$ cat src/ppf_pkg.sv
// package: register map, field positions and reset values of the port function block
package ppf_pkg;
    localparam int ADDR_W = 16;
    localparam int DATA_W = 8;
    // register byte addresses
    localparam logic [15:0] OFF_FUNC_CTRL_1 = 16'hFF45;
    localparam logic [15:0] OFF_P1_PIN = 16'hFF50;
    localparam logic [15:0] OFF_P4_PIN = 16'hFF53;
    localparam logic [15:0] OFF_PC_PIN = 16'hFF5B;
    localparam logic [15:0] OFF_PF_PIN = 16'hFF5E;
    localparam logic [15:0] OFF_PG_PIN = 16'hFF5F;
    localparam logic [15:0] OFF_P1_LATCH = 16'hFF60;
    localparam logic [15:0] OFF_P2_LATCH = 16'hFF61;
    localparam logic [15:0] OFF_P3_LATCH = 16'hFF62;
    localparam logic [15:0] OFF_PA_LATCH = 16'hFF69;
    localparam logic [15:0] OFF_PB_LATCH = 16'hFF6A;
    // reset values
    localparam logic [7:0] RST_FUNC_CTRL_1 = 8'h0F;
    localparam logic [7:0] RST_LATCH = 8'h00;
    // field positions in port_function_ctrl_1
    localparam int FLD_ADDR_EN_LSB = 0;
    localparam int FLD_F0_CS4 = 4;
    localparam int FLD_F1_CS5 = 5;
    localparam int FLD_CS36 = 6;
    localparam int FLD_CS17 = 7;
    // implemented bits
    localparam logic [7:0] MASK_P3 = 8'h3F;
    localparam logic [7:0] MASK_PA = 8'h0F;
    localparam logic [7:0] MASK_PG = 8'h1F;
    // operating modes where pin functions apply
    localparam logic [2:0] MODE_LO = 3'h4;
    localparam logic [2:0] MODE_HI = 3'h6;
endpackage

$ cat src/ppf_sync.sv
// two-flop synchroniser for a bus of pin levels
`timescale 1ns/1ps
module ppf_sync #(
    parameter int W = 8
) (
    input wire logic clk_i,
    input wire logic rst_i,
    input wire logic [W-1:0] d_i,
    output logic [W-1:0] q_o
);
    logic [W-1:0] meta_r;

    always_ff @(posedge clk_i) begin
        if (rst_i) begin
            meta_r <= '0;
            q_o <= '0;
        end else begin
            meta_r <= d_i;
            q_o <= meta_r;
        end
    end
endmodule

$ cat src/ppf_port_ctrl.sv
// port pin state, output latches and pin function selection, wishbone slave
//
// The Wishbone slave port was decided locally.
`timescale 1ns/1ps

// Notes on behaviour
// - address enable set and port 1 direction set drives address line A20-A23.
// - address enable clear with direction set drives port 1 latch value.
// - function control resets to low nibble ones, upper nibble zeros.
// - F0 select drives chip select 4 if no bus release, cs2-5 enable, direction.
// - F1 select drives chip select 5 under the same three conditions.
// - G1 gives chip select 3 or 6 per swap bit, gated by enable, direction.
// - G3 gives chip select 1 or 7 per swap bit, gated by cs1/6/7 and direction.
// - pin function selections apply only in operating modes 4, 5 and 6.
// - pin-state registers are read-only and return live pin levels.
// - port G pin state holds G4-G0 in bits 4-0; upper bits read zero.
// - output latches are read/write, drive pins, reset to zero.
// - port 3 latch implements bits 5-0 only; bits 7-6 read zero.
module ppf_port_ctrl (
    // system
    input wire logic clk_i,
    input wire logic rst_i,
    // wishbone slave
    input wire logic wb_cyc_i,
    input wire logic wb_stb_i,
    input wire logic wb_we_i,
    input wire logic [ppf_pkg::ADDR_W-1:0] wb_adr_i,
    input wire logic wb_sel_i,
    input wire logic [ppf_pkg::DATA_W-1:0] wb_dat_i,
    output logic [ppf_pkg::DATA_W-1:0] wb_dat_o,
    output logic wb_ack_o,
    output logic wb_err_o,
    // surrounding control logic
    input wire logic [7:0] port_1_dir_i,
    input wire logic [7:0] port_2_dir_i,
    input wire logic [7:0] port_3_dir_i,
    input wire logic [7:0] port_a_dir_i,
    input wire logic [7:0] port_b_dir_i,
    input wire logic [7:0] port_f_dir_i,
    input wire logic [7:0] port_g_dir_i,
    input wire logic bus_release_enable_i,
    input wire logic chip_select_2_to_5_enable_i,
    input wire logic chip_select_1_6_7_enable_i,
    input wire logic [2:0] op_mode_i,
    input wire logic [3:0] addr_hi_i,
    input wire logic [7:1] chip_select_i,
    // pin levels
    input wire logic [7:0] port_1_pin_i,
    input wire logic [7:0] port_4_pin_i,
    input wire logic [7:0] port_c_pin_i,
    input wire logic [7:0] port_f_pin_i,
    input wire logic [4:0] port_g_pin_i,
    // pin drive
    output logic [7:0] port_1_o,
    output logic [7:0] port_1_oe_o,
    output logic [7:0] port_2_o,
    output logic [7:0] port_2_oe_o,
    output logic [5:0] port_3_o,
    output logic [5:0] port_3_oe_o,
    output logic [3:0] port_a_o,
    output logic [3:0] port_a_oe_o,
    output logic [7:0] port_b_o,
    output logic [7:0] port_b_oe_o,
    output logic [1:0] port_f_cs_o,
    output logic [1:0] port_f_cs_oe_o,
    output logic [1:0] port_g_cs_o,
    output logic [1:0] port_g_cs_oe_o
);
    import ppf_pkg::*;

    // ------------------------------------------------------------
    // registers
    // ------------------------------------------------------------
    logic [7:0] func_ctrl_r;
    logic [7:0] p1_latch_r;
    logic [7:0] p2_latch_r;
    logic [7:0] p3_latch_r;
    logic [7:0] pa_latch_r;
    logic [7:0] pb_latch_r;
    logic ack_r;
    logic err_r;
    logic [7:0] rdat_r;
    logic [7:0] p1_s;
    logic [7:0] p4_s;
    logic [7:0] pc_s;
    logic [7:0] pf_s;
    logic [4:0] pg_s;

    // pins are asynchronous to the core clock
    ppf_sync #(.W(8)) u_sync_p1 (.clk_i(clk_i), .rst_i(rst_i), .d_i(port_1_pin_i), .q_o(p1_s));
    ppf_sync #(.W(8)) u_sync_p4 (.clk_i(clk_i), .rst_i(rst_i), .d_i(port_4_pin_i), .q_o(p4_s));
    ppf_sync #(.W(8)) u_sync_pc (.clk_i(clk_i), .rst_i(rst_i), .d_i(port_c_pin_i), .q_o(pc_s));
    ppf_sync #(.W(8)) u_sync_pf (.clk_i(clk_i), .rst_i(rst_i), .d_i(port_f_pin_i), .q_o(pf_s));
    ppf_sync #(.W(5)) u_sync_pg (.clk_i(clk_i), .rst_i(rst_i), .d_i(port_g_pin_i), .q_o(pg_s));

    // ------------------------------------------------------------
    // bus decode
    // ------------------------------------------------------------
    wire req = wb_cyc_i && wb_stb_i && !ack_r && !err_r;
    wire wr = req && wb_we_i && wb_sel_i;
    wire hit_fc = wb_adr_i == OFF_FUNC_CTRL_1;
    wire hit_l1 = wb_adr_i == OFF_P1_LATCH;
    wire hit_l2 = wb_adr_i == OFF_P2_LATCH;
    wire hit_l3 = wb_adr_i == OFF_P3_LATCH;
    wire hit_la = wb_adr_i == OFF_PA_LATCH;
    wire hit_lb = wb_adr_i == OFF_PB_LATCH;
    wire hit_s1 = wb_adr_i == OFF_P1_PIN;
    wire hit_s4 = wb_adr_i == OFF_P4_PIN;
    wire hit_sc = wb_adr_i == OFF_PC_PIN;
    wire hit_sf = wb_adr_i == OFF_PF_PIN;
    wire hit_sg = wb_adr_i == OFF_PG_PIN;
    wire hit_rw = hit_fc | hit_l1 | hit_l2 | hit_l3 | hit_la | hit_lb;
    wire hit_ro = hit_s1 | hit_s4 | hit_sc | hit_sf | hit_sg;
    // writes to read-only state registers are ignored but acknowledged
    wire mapped = hit_rw | hit_ro;

    wire [7:0] rd_mux =
        hit_fc ? func_ctrl_r :
        hit_l1 ? p1_latch_r :
        hit_l2 ? p2_latch_r :
        hit_l3 ? (p3_latch_r & MASK_P3) :
        hit_la ? (pa_latch_r & MASK_PA) :
        hit_lb ? pb_latch_r :
        hit_s1 ? p1_s :
        hit_s4 ? p4_s :
        hit_sc ? pc_s :
        hit_sf ? pf_s :
        hit_sg ? {3'h0, pg_s} : 8'h00;

    always_ff @(posedge clk_i) begin
        if (rst_i) begin
            ack_r <= 1'b0;
            err_r <= 1'b0;
            rdat_r <= 8'h00;
        end else begin
            ack_r <= req && mapped;
            err_r <= req && !mapped;
            rdat_r <= req ? rd_mux : 8'h00;
        end
    end

    always_ff @(posedge clk_i) begin
        if (rst_i) begin
            func_ctrl_r <= RST_FUNC_CTRL_1;
            p1_latch_r <= RST_LATCH;
            p2_latch_r <= RST_LATCH;
            p3_latch_r <= RST_LATCH;
            pa_latch_r <= RST_LATCH;
            pb_latch_r <= RST_LATCH;
        end else if (wr) begin
            if (hit_fc) func_ctrl_r <= wb_dat_i;
            if (hit_l1) p1_latch_r <= wb_dat_i;
            if (hit_l2) p2_latch_r <= wb_dat_i;
            if (hit_l3) p3_latch_r <= wb_dat_i & MASK_P3;
            if (hit_la) pa_latch_r <= wb_dat_i & MASK_PA;
            if (hit_lb) pb_latch_r <= wb_dat_i;
        end
    end

    assign wb_ack_o = ack_r;
    assign wb_err_o = err_r;
    assign wb_dat_o = rdat_r;

    // ------------------------------------------------------------
    // pin function selection
    // ------------------------------------------------------------
    // mode and enables are core-clock signals; no synchroniser needed
    wire fn_mode = (op_mode_i >= MODE_LO) && (op_mode_i <= MODE_HI);
    wire [3:0] a_en = func_ctrl_r[FLD_ADDR_EN_LSB +: 4] & {4{fn_mode}};
    wire cs_f0 = fn_mode && func_ctrl_r[FLD_F0_CS4];
    wire cs_f1 = fn_mode && func_ctrl_r[FLD_F1_CS5];
    wire swap36 = func_ctrl_r[FLD_CS36];
    wire swap17 = func_ctrl_r[FLD_CS17];
    wire cs25_ok = !bus_release_enable_i && chip_select_2_to_5_enable_i;
    // swap bits assume software released the direction bit first
    wire g1_en = fn_mode && (swap36 ? chip_select_1_6_7_enable_i
                                    : chip_select_2_to_5_enable_i);
    wire g3_en = fn_mode && chip_select_1_6_7_enable_i;

    logic [7:0] p1_nxt;
    always_comb begin
        p1_nxt = p1_latch_r;
        for (int i = 0; i < 4; i++) begin
            if (a_en[i]) p1_nxt[i] = addr_hi_i[i];
        end
    end

    // ------------------------------------------------------------
    // registered pin drive
    // ------------------------------------------------------------
    always_ff @(posedge clk_i) begin
        if (rst_i) begin
            port_1_o <= 8'h00;
            port_1_oe_o <= 8'h00;
            port_2_o <= 8'h00;
            port_2_oe_o <= 8'h00;
            port_3_o <= 6'h00;
            port_3_oe_o <= 6'h00;
            port_a_o <= 4'h0;
            port_a_oe_o <= 4'h0;
            port_b_o <= 8'h00;
            port_b_oe_o <= 8'h00;
            port_f_cs_o <= 2'h0;
            port_f_cs_oe_o <= 2'h0;
            port_g_cs_o <= 2'h0;
            port_g_cs_oe_o <= 2'h0;
        end else begin
            port_1_o <= p1_nxt;
            port_1_oe_o <= port_1_dir_i;
            port_2_o <= p2_latch_r;
            port_2_oe_o <= port_2_dir_i;
            port_3_o <= p3_latch_r[5:0];
            port_3_oe_o <= port_3_dir_i[5:0];
            port_a_o <= pa_latch_r[3:0];
            port_a_oe_o <= port_a_dir_i[3:0];
            port_b_o <= pb_latch_r;
            port_b_oe_o <= port_b_dir_i;
            port_f_cs_o <= {chip_select_i[5], chip_select_i[4]};
            port_f_cs_oe_o <= {cs_f1 && cs25_ok && port_f_dir_i[1],
                               cs_f0 && cs25_ok && port_f_dir_i[0]};
            port_g_cs_o <= {swap17 ? chip_select_i[7] : chip_select_i[1],
                            swap36 ? chip_select_i[6] : chip_select_i[3]};
            port_g_cs_oe_o <= {g3_en && port_g_dir_i[3], g1_en && port_g_dir_i[1]};
        end
    end

    // ------------------------------------------------------------
    // checks
    // ------------------------------------------------------------
    a_reset_func_ctrl: assert property (@(posedge clk_i)
        $fell(rst_i) |-> func_ctrl_r == RST_FUNC_CTRL_1)
        else $error("function control reset value wrong");
    a_addr_line_drive: assert property (@(posedge clk_i) disable iff (rst_i)
        (fn_mode && func_ctrl_r[0]) |=> port_1_o[0] == $past(addr_hi_i[0]))
        else $error("address line 20 not driven");
    a_latch_drive_p1: assert property (@(posedge clk_i) disable iff (rst_i)
        !func_ctrl_r[1] |=> port_1_o[1] == $past(p1_latch_r[1]))
        else $error("port 1 latch not driven");
    a_cs4_gate: assert property (@(posedge clk_i) disable iff (rst_i)
        (bus_release_enable_i || !func_ctrl_r[FLD_F0_CS4]) |=> !port_f_cs_oe_o[0])
        else $error("chip select 4 enabled wrongly");
    a_cs5_gate: assert property (@(posedge clk_i) disable iff (rst_i)
        (fn_mode && cs_f1 && cs25_ok && port_f_dir_i[1]) |=> port_f_cs_oe_o[1])
        else $error("chip select 5 not enabled");
    a_g1_select: assert property (@(posedge clk_i) disable iff (rst_i)
        !swap36 |=> port_g_cs_o[0] == $past(chip_select_i[3]))
        else $error("pin g1 chip select mismatch");
    a_g3_gate: assert property (@(posedge clk_i) disable iff (rst_i)
        !chip_select_1_6_7_enable_i |=> !port_g_cs_oe_o[1])
        else $error("pin g3 driven without enable");
    a_mode_gate: assert property (@(posedge clk_i) disable iff (rst_i)
        !fn_mode |=> (port_f_cs_oe_o == 2'h0 && port_g_cs_oe_o == 2'h0
                      && port_1_o == $past(p1_latch_r)))
        else $error("pin function outside modes 4-6");
    a_pg_upper_zero: assert property (@(posedge clk_i) disable iff (rst_i)
        wb_ack_o && $past(hit_sg) |-> wb_dat_o[7:5] == 3'h0)
        else $error("port g upper bits not zero");
    a_p3_direction: assert property (@(posedge clk_i) disable iff (rst_i)
        port_3_dir_i == 8'h00 |=> port_3_oe_o == 6'h00)
        else $error("port 3 driven as input");
    a_ack_one_cycle: assert property (@(posedge clk_i) disable iff (rst_i)
        wb_ack_o |=> !wb_ack_o)
        else $error("ack longer than one cycle");

    c_write_ctrl: cover property (@(posedge clk_i) wr && hit_fc);
    c_cs7_out: cover property (@(posedge clk_i) port_g_cs_oe_o[1] && swap17);
    c_unmapped: cover property (@(posedge clk_i) wb_err_o);
    c_addr_out: cover property (@(posedge clk_i) fn_mode && a_en == 4'hF && port_1_oe_o[3]);
endmodule

$ cat config.mk
export PLATFORM = sky130hd
export DESIGN_NAME = ppf_port_ctrl
export DESIGN_NICKNAME = d
export VERILOG_FILES = /design/src/ppf_pkg.sv /design/src/ppf_sync.sv /design/src/ppf_port_ctrl.sv
export SDC_FILE = /design/constraint.sdc
export NUM_CORES = 1
export LEC_CHECK = 0
export BUFFER_PORTS_ARGS = -buffer_cell sky130_fd_sc_hd__buf_2
export CAP_MARGIN = 10
export CELL_PAD_IN_SITES_DETAIL_PLACEMENT = 1
export CELL_PAD_IN_SITES_GLOBAL_PLACEMENT = 1
export CORE_MARGIN = 5
export CORE_UTILIZATION = 34
export DETAILED_ROUTE_END_ITERATION = 10
export PLACE_DENSITY_LB_ADDON = 0.05
export SYNTH_ARGS = -nofsm -noshare
export SYNTH_HDL_FRONTEND = slang
export SYNTH_SLANG_ARGS = --single-unit
$ cat constraint.sdc
create_clock -name clk_i -period 1.55 [get_ports clk_i]
set_input_delay 0.155 -clock clk_i [delete_from_list [all_inputs] [get_ports clk_i]]
set_output_delay 0.155 -clock clk_i [all_outputs]
set_load 0.05 [all_outputs]
==> results.toml, run 1 <==
[outcome]
outcome = "finished, violations left"
violations = "negative hold slack, negative setup slack"

[timing]
clock-skew-final_ns = 0.0104
fmax_mhz = 633
fin_crit_sh_pct = 102
drv_slew = 0
hold_slack_ns = -0.00992
hold_viol = 1
worst_pin_slew_ns = 0.879
slew_headroom_pct = 40.8
setup_viol = 13
fin_crit_ns = 1.58
rsz0062_at_grt = "true"
setup_slack_ns = -0.0307

[worst_setup_path]
path_common_cell = "buf_6"
crit_required_ns = 1.91
cp-end-kind = "flip-flop"
crit_type = "reg2reg"
path_cells = "buf_6 -> nor4_4 -> buf_12 -> nand4_1 -> buf_6 -> mux2i_1 -> nor2_1"
critPathMaxStageDelay_ns = 0.34
arrival_ns = 1.95
cp-start-kind = "flip-flop"
cp_slowest_cell = "dfxtp_4"
cp_max_fo = 6

[floorplan]
core_um2 = 20400
dieArea_um2 = 23800
rows = 52
die_w_um = 154
initial_core_util_pct = 34.8
fp.dieH_um = 154
top_level_ports = 226

[logic_synthesis]
yosysUniqueCellTypes = 60
avgSynthCellArea_um2 = 10.1
synth_edf_count = 0
synth_area_um2 = 7090
ys_warn_count = 0
yosysSeqAreaShare_pct = 57.0
synthFlopType = "dfxtp_1"
syn_inst = 701
async_flop_share_pct = 0
ys_ff_latch = 202
syn_nets = 841

[routing]
dr.pass1.iters = 4
dr.first_iter.drc_count = 241
wl_um = 23700
vias = 6276
drc = 0
routed_via_density = 4.69
wl_per_cell_um = 17.7
ant_nets = 0

[cells_and_area]
final_util_pct = 53.1
fill_cells = 2263
layout.cells.most_common = "buf_2"
diodes = 0
instances_no_fill = 1338
area_growth_pct = 52.4
nets = 1193
seqCellArea_um2 = 4050
final_cell_mix = "buf_2, dfxtp_1, nor2b_1"
drive_gt1_share_pct = 35.3
multiInputGateArea_um2 = 3040

[min_path]
hp-class = "in2reg"

[clocking]
clk_pin_slew_ns = 0.06
htree_levels = 1
ctsHoldBuffers = 89
clk_latency_ns = 0.50
cts_buffers = 22
cts_root_buf = "clkbuf_16"
clock_sinks = 202
cts_tree = "built"
cts_buffer_depth = 3

[placement]
place_hpwl_um = 17100
io_buffers = 206
dp.cells = 1207
gp_congestion = 0.836
pre_cts_slack_ns = -0.380

[global_route]
grt_max_degree = 118
grt_usage_pct = 19.4
grt_pass1_vias = 6859
grt_first_pass_wirelength_um = 37300
antenna_found_initial = 0
grt_overflow = 0

[power]
power_uw = 11700
pwr_density_cell_nw_per_um2 = 1080
p_leak_uw = 0.00484
vdd_drop_max_uv = 910

[flow_run]
cap_viol_max_count = 0
report_power, final:
| group | switching, uW | internal [uW] |
|---|---|---|
| sequential | 40.0 | 5340 |
| combinational | 585 | 489 |
| clock | 2030 | 3210 |
cells in the mapped netlist, drive strengths merged (3+ instances only):
master / n / share of area [%]
clkbuf: 32 / 1.7
or3: 3 / 0.26
a22oi: 11 / 1.2
dfxtp: 202 / 57
or4: 3 / 0.37
nor3: 5 / 0.42
buf: 7 / 0.67
a211oi: 3 / 0.39
nand4bb: 3 / 0.48
mux2: 6 / 0.95
nor2: 34 / 1.8
nand3: 32 / 2.3
nand2: 68 / 3.6
and3: 9 / 0.79
a21oi: 36 / 2.8
a32o: 3 / 0.42
nand4: 6 / 0.95
nand3b: 5 / 0.53
o21ai: 7 / 0.49
mux2i: 22 / 3.1
nand2b: 7 / 0.62
nor4: 13 / 2.0
inv: 8 / 0.42
nor2b: 139 / 12
o221ai: 3 / 0.37
worst paths after layout:
| path | end | cells past startpoint | startpoint | slack, ns |
|---|---|---|---|---|
| worst max-delay path | p3_latch_r[1]$_SDFFE_PP0P_ | 7 | wb_err_o$_SDFF_PP0_ | -0.03 |
| worst min-delay path | wb_ack_o$_SDFF_PP0_ | 3 | rst_i | -0.01 |
| worst max register to register | p3_latch_r[1]$_SDFFE_PP0P_ | 7 | wb_err_o$_SDFF_PP0_ | -0.03 |
| worst min register to register | u_sync_pc.q_o[0]$_SDFF_PP0_ | 1 | u_sync_pc.meta_r[0]$_SDFF_PP0_ | 0.43 |
stage by stage:
stage          hold slack [ns]  area [um2]  TNS, ns
2_1_floorplan            0.279        7160    -1.35
3_3_place_gp             0.361        9000   -12.59
3_5_place_dp             0.370        9000   -13.22
4_1_cts                -0.0375       10700   -0.520
5_1_grt                -0.0202       10800    -2.76
6_report              -0.00992       10800   -0.201
kinds of logic after synthesis:
logic type             count (synthesis)  synth area share (%)
AND/OR/NAND/NOR                      342                  28.3
buffers and inverters                 47                  2.79
multiplexers                          28                  4.06
flip-flops                           202                  57.0
AO/OA/AOI/OAI                         82                  7.82
final cells by class:
type / instances / area share [%]
Multi-Input combinational cell: 452 / 28.1
Tap cell: 270 / 3.13
Inverter: 8 / 0.278
Clock buffer: 34 / 6.37
Clock inverter: 5 / 0.463
Sequential cell: 202 / 37.5
Timing Repair Buffer: 367 / 24.1
layer usage:
| metal | global-route usage [%] | routed length [um] | vias up |
|---|---|---|---|
| met1 | 23.7 | 9980 | 3013 |
| met5 | 0 | 0 | - |
| met3 | 3.05 | 1110 | 31 |
| met4 | 4.63 | 410 | 0 |
| met2 | 35.5 | 12200 | 162 |
| li1 | - | - | 3070 |
what timing repair did:
item | CTS | global route
setup endpoints to repair | 30 | 48
endpoints found under the hold margin | 92 | 1
gates resized for setup | 9 | 30
buffers inserted | 4 | 0
pin swaps | 3 | 9
cloned | 1 | 0
critical path, delay by kind of cell (launching register included):
kind | cells | cell delay (ns)
and+or+nand+nor | 3 | 0.49
DFF | 1 | 0.34
buffers and inverters | 3 | 0.47
muxes | 1 | 0.15
(Power assumes the default switching activity.)
==> inputs of run 2 (changes only) <==
==> constraint.sdc (replaced) <==
create_clock -name clk_i -period 1.55 [get_ports clk_i]
set_input_delay 0.465 -clock clk_i [delete_from_list [all_inputs] [get_ports clk_i]]
set_output_delay 0.465 -clock clk_i [all_outputs]
set_load 0.05 [all_outputs]
==> run 2 against run 1 <==
Against the previous run: the flow finishes with violations (negative setup slack); worst hold slack improved by 0.17 ns; routed wire length decreased by 3.1%; via count decreased by 4.9%; critical path depth unchanged; non-clock buffer count decreased by 72.
==> results.toml, run 2 (synthesized netlist as in run 1, its figures left out) <==
[outcome]
outcome = "finished, violations left"
violations = "negative setup slack"

[routing]
ant_nets = 0
drc = 0
dr.first_iter.drc_count = 228
wl_per_cell_um = 18.2
vias = 5971
routed_via_density = 4.72
dr.pass1.iters = 4
wl_um = 23000

[clocking]
cts_root_buf = "clkbuf_16"
cts_buffer_depth = 3
clock_sinks = 202
clk_pin_slew_ns = 0.06
clk_latency_ns = 0.51
ctsHoldBuffers = 0
cts_tree = "built"
htree_levels = 1
cts_buffers = 23

[floorplan]
top_level_ports = 226
fp.dieH_um = 154
dieArea_um2 = 23800
rows = 52
initial_core_util_pct = 34.8
die_w_um = 154
core_um2 = 20400

[worst_setup_path]
cp-end-kind = "flip-flop"
critPathMaxStageDelay_ns = 0.56
crit_cells = 7
reg2reg_slack_ns = -0.03
path_cells = "buf_8 -> buf_6 -> or4bb_4 -> buf_4 -> o21ai_0 -> a22oi_1 -> o211a_1"
cp-start-kind = "input port"
cp_max_fo = 5
worstRegToRegCells = 5
path_delay_family = "compound AO/OA/AOI/OAI gates"
crit_type = "in2reg"
crit_path_end = "wb_dat_o[7]$_SDFF_PP0_"
startpoint = "wb_adr_i[2]"
cp_slowest_cell = "or4bb_4"
r2r_end = "wb_dat_o[4]$_SDFF_PP0_"
arrival_ns = 2.00
crit_required_ns = 1.94
r2r-start = "wb_err_o$_SDFF_PP0_"
crit_buf_inv = 3

[global_route]
grt_max_degree = 75
grt_usage_pct = 18.5
grt_overflow = 0
grt_first_pass_wirelength_um = 35400
grt_pass1_vias = 6518
antenna_found_initial = 0

[cells_and_area]
area_growth_pct = 47.4
final_cell_mix = "dfxtp_1, nor2b_1, buf_4"
seqCellArea_um2 = 4060
design_area_um2 = 10400
fill_cells = 2256
multiInputGateArea_um2 = 3190
diodes = 0
layout.cells.most_common = "dfxtp_1"
nets = 1122
drive_gt1_share_pct = 41.9
instances_no_fill = 1266

[timing]
hold_viol = 0
setup_viol = 12
worst_pin_slew_ns = 0.747
fmax_mhz = 624
clock-skew-final_ns = 0.0117
fin_crit_sh_pct = 103
setup_tns_ns = -0.319
rsz0062_at_grt = "true"
hold_slack_ns = 0.164
drv_slew = 0
fin_crit_ns = 1.60
setup_slack_ns = -0.0535
slew_headroom_pct = 50.2

[placement]
dp.cells = 1215
gp_congestion = 0.850
place_hpwl_um = 17100
place_area_um2 = 8990
io_buffers = 206

[flow_run]
cap_viol_max_count = 0

[min_path]
hp-class = "in2reg"

[power]
power_uw = 11600
p_leak_uw = 0.00463
pwr_density_cell_nw_per_um2 = 1110
vdd_drop_max_uv = 802
-- run 2: routing by layer --
| layer | part of all wire, % | GRT usage [%] | vias up | wire [um] |
|---|---|---|---|---|
| met5 | 0 | 0 | - | 0 |
| met1 | 41 | 22.2 | 2835 | 9400 |
| met4 | 2.5 | 5.55 | 0 | 579 |
| li1 | - | - | 2931 | - |
| met2 | 51 | 33.3 | 167 | 11600 |
| met3 | 6.1 | 3.97 | 38 | 1390 |
-- run 2: where the power goes --
part	internal (uW)	switching [uW]	total (uW)
Combinational	406	565	970
Clock	3160	2080	5240
Sequential	5340	41.9	5380
Total	8910	2690	11600
-- run 2: stage by stage --
stage	util [%]	setup WS, ns
after floorplan	-	-0.380
after global placement	44.2	-0.712
after detailed placement	44.2	-0.747
after CTS	50.1	-0.0682
after global routing	51.3	-0.0798
final	51.3	-0.0535
-- run 2: repair_timing --
item / in CTS / in global routing
cloned: 1 / 2
gates resized for setup: 134 / 64
setup buffers: 8 / 4
endpoints found under the setup margin: 108 / 68
pin swaps: 19 / 17
-- run 2: layout make-up --
type / count / share of cell area [%]
clock buffer: 32 / 6.41
clock inverter: 7 / 0.659
inverter: 8 / 0.287
multi-input combinational: 452 / 30.5
sequential: 202 / 38.8
tap: 270 / 3.23
timing repair buffer: 295 / 20.1
-- run 2: worst min-delay path by stage --
stage                                              start  cells past startpoint                     endpoint  slack, ns
after floorplan           u_sync_p1.meta_r[0]$_SDFF_PP0_                      1  u_sync_p1.q_o[0]$_SDFF_PP0_       0.41
after global placement    u_sync_p4.meta_r[4]$_SDFF_PP0_                      1  u_sync_p4.q_o[4]$_SDFF_PP0_       0.42
after detailed placement  u_sync_pg.meta_r[2]$_SDFF_PP0_                      1  u_sync_pg.q_o[2]$_SDFF_PP0_       0.43
after CTS                                port_2_dir_i[4]                      2    port_2_oe_o[4]$_SDFF_PP0_       0.14
after global routing                     port_1_dir_i[6]                      2    port_1_oe_o[6]$_SDFF_PP0_       0.15
final                                    port_2_dir_i[4]                      2    port_2_oe_o[4]$_SDFF_PP0_       0.16
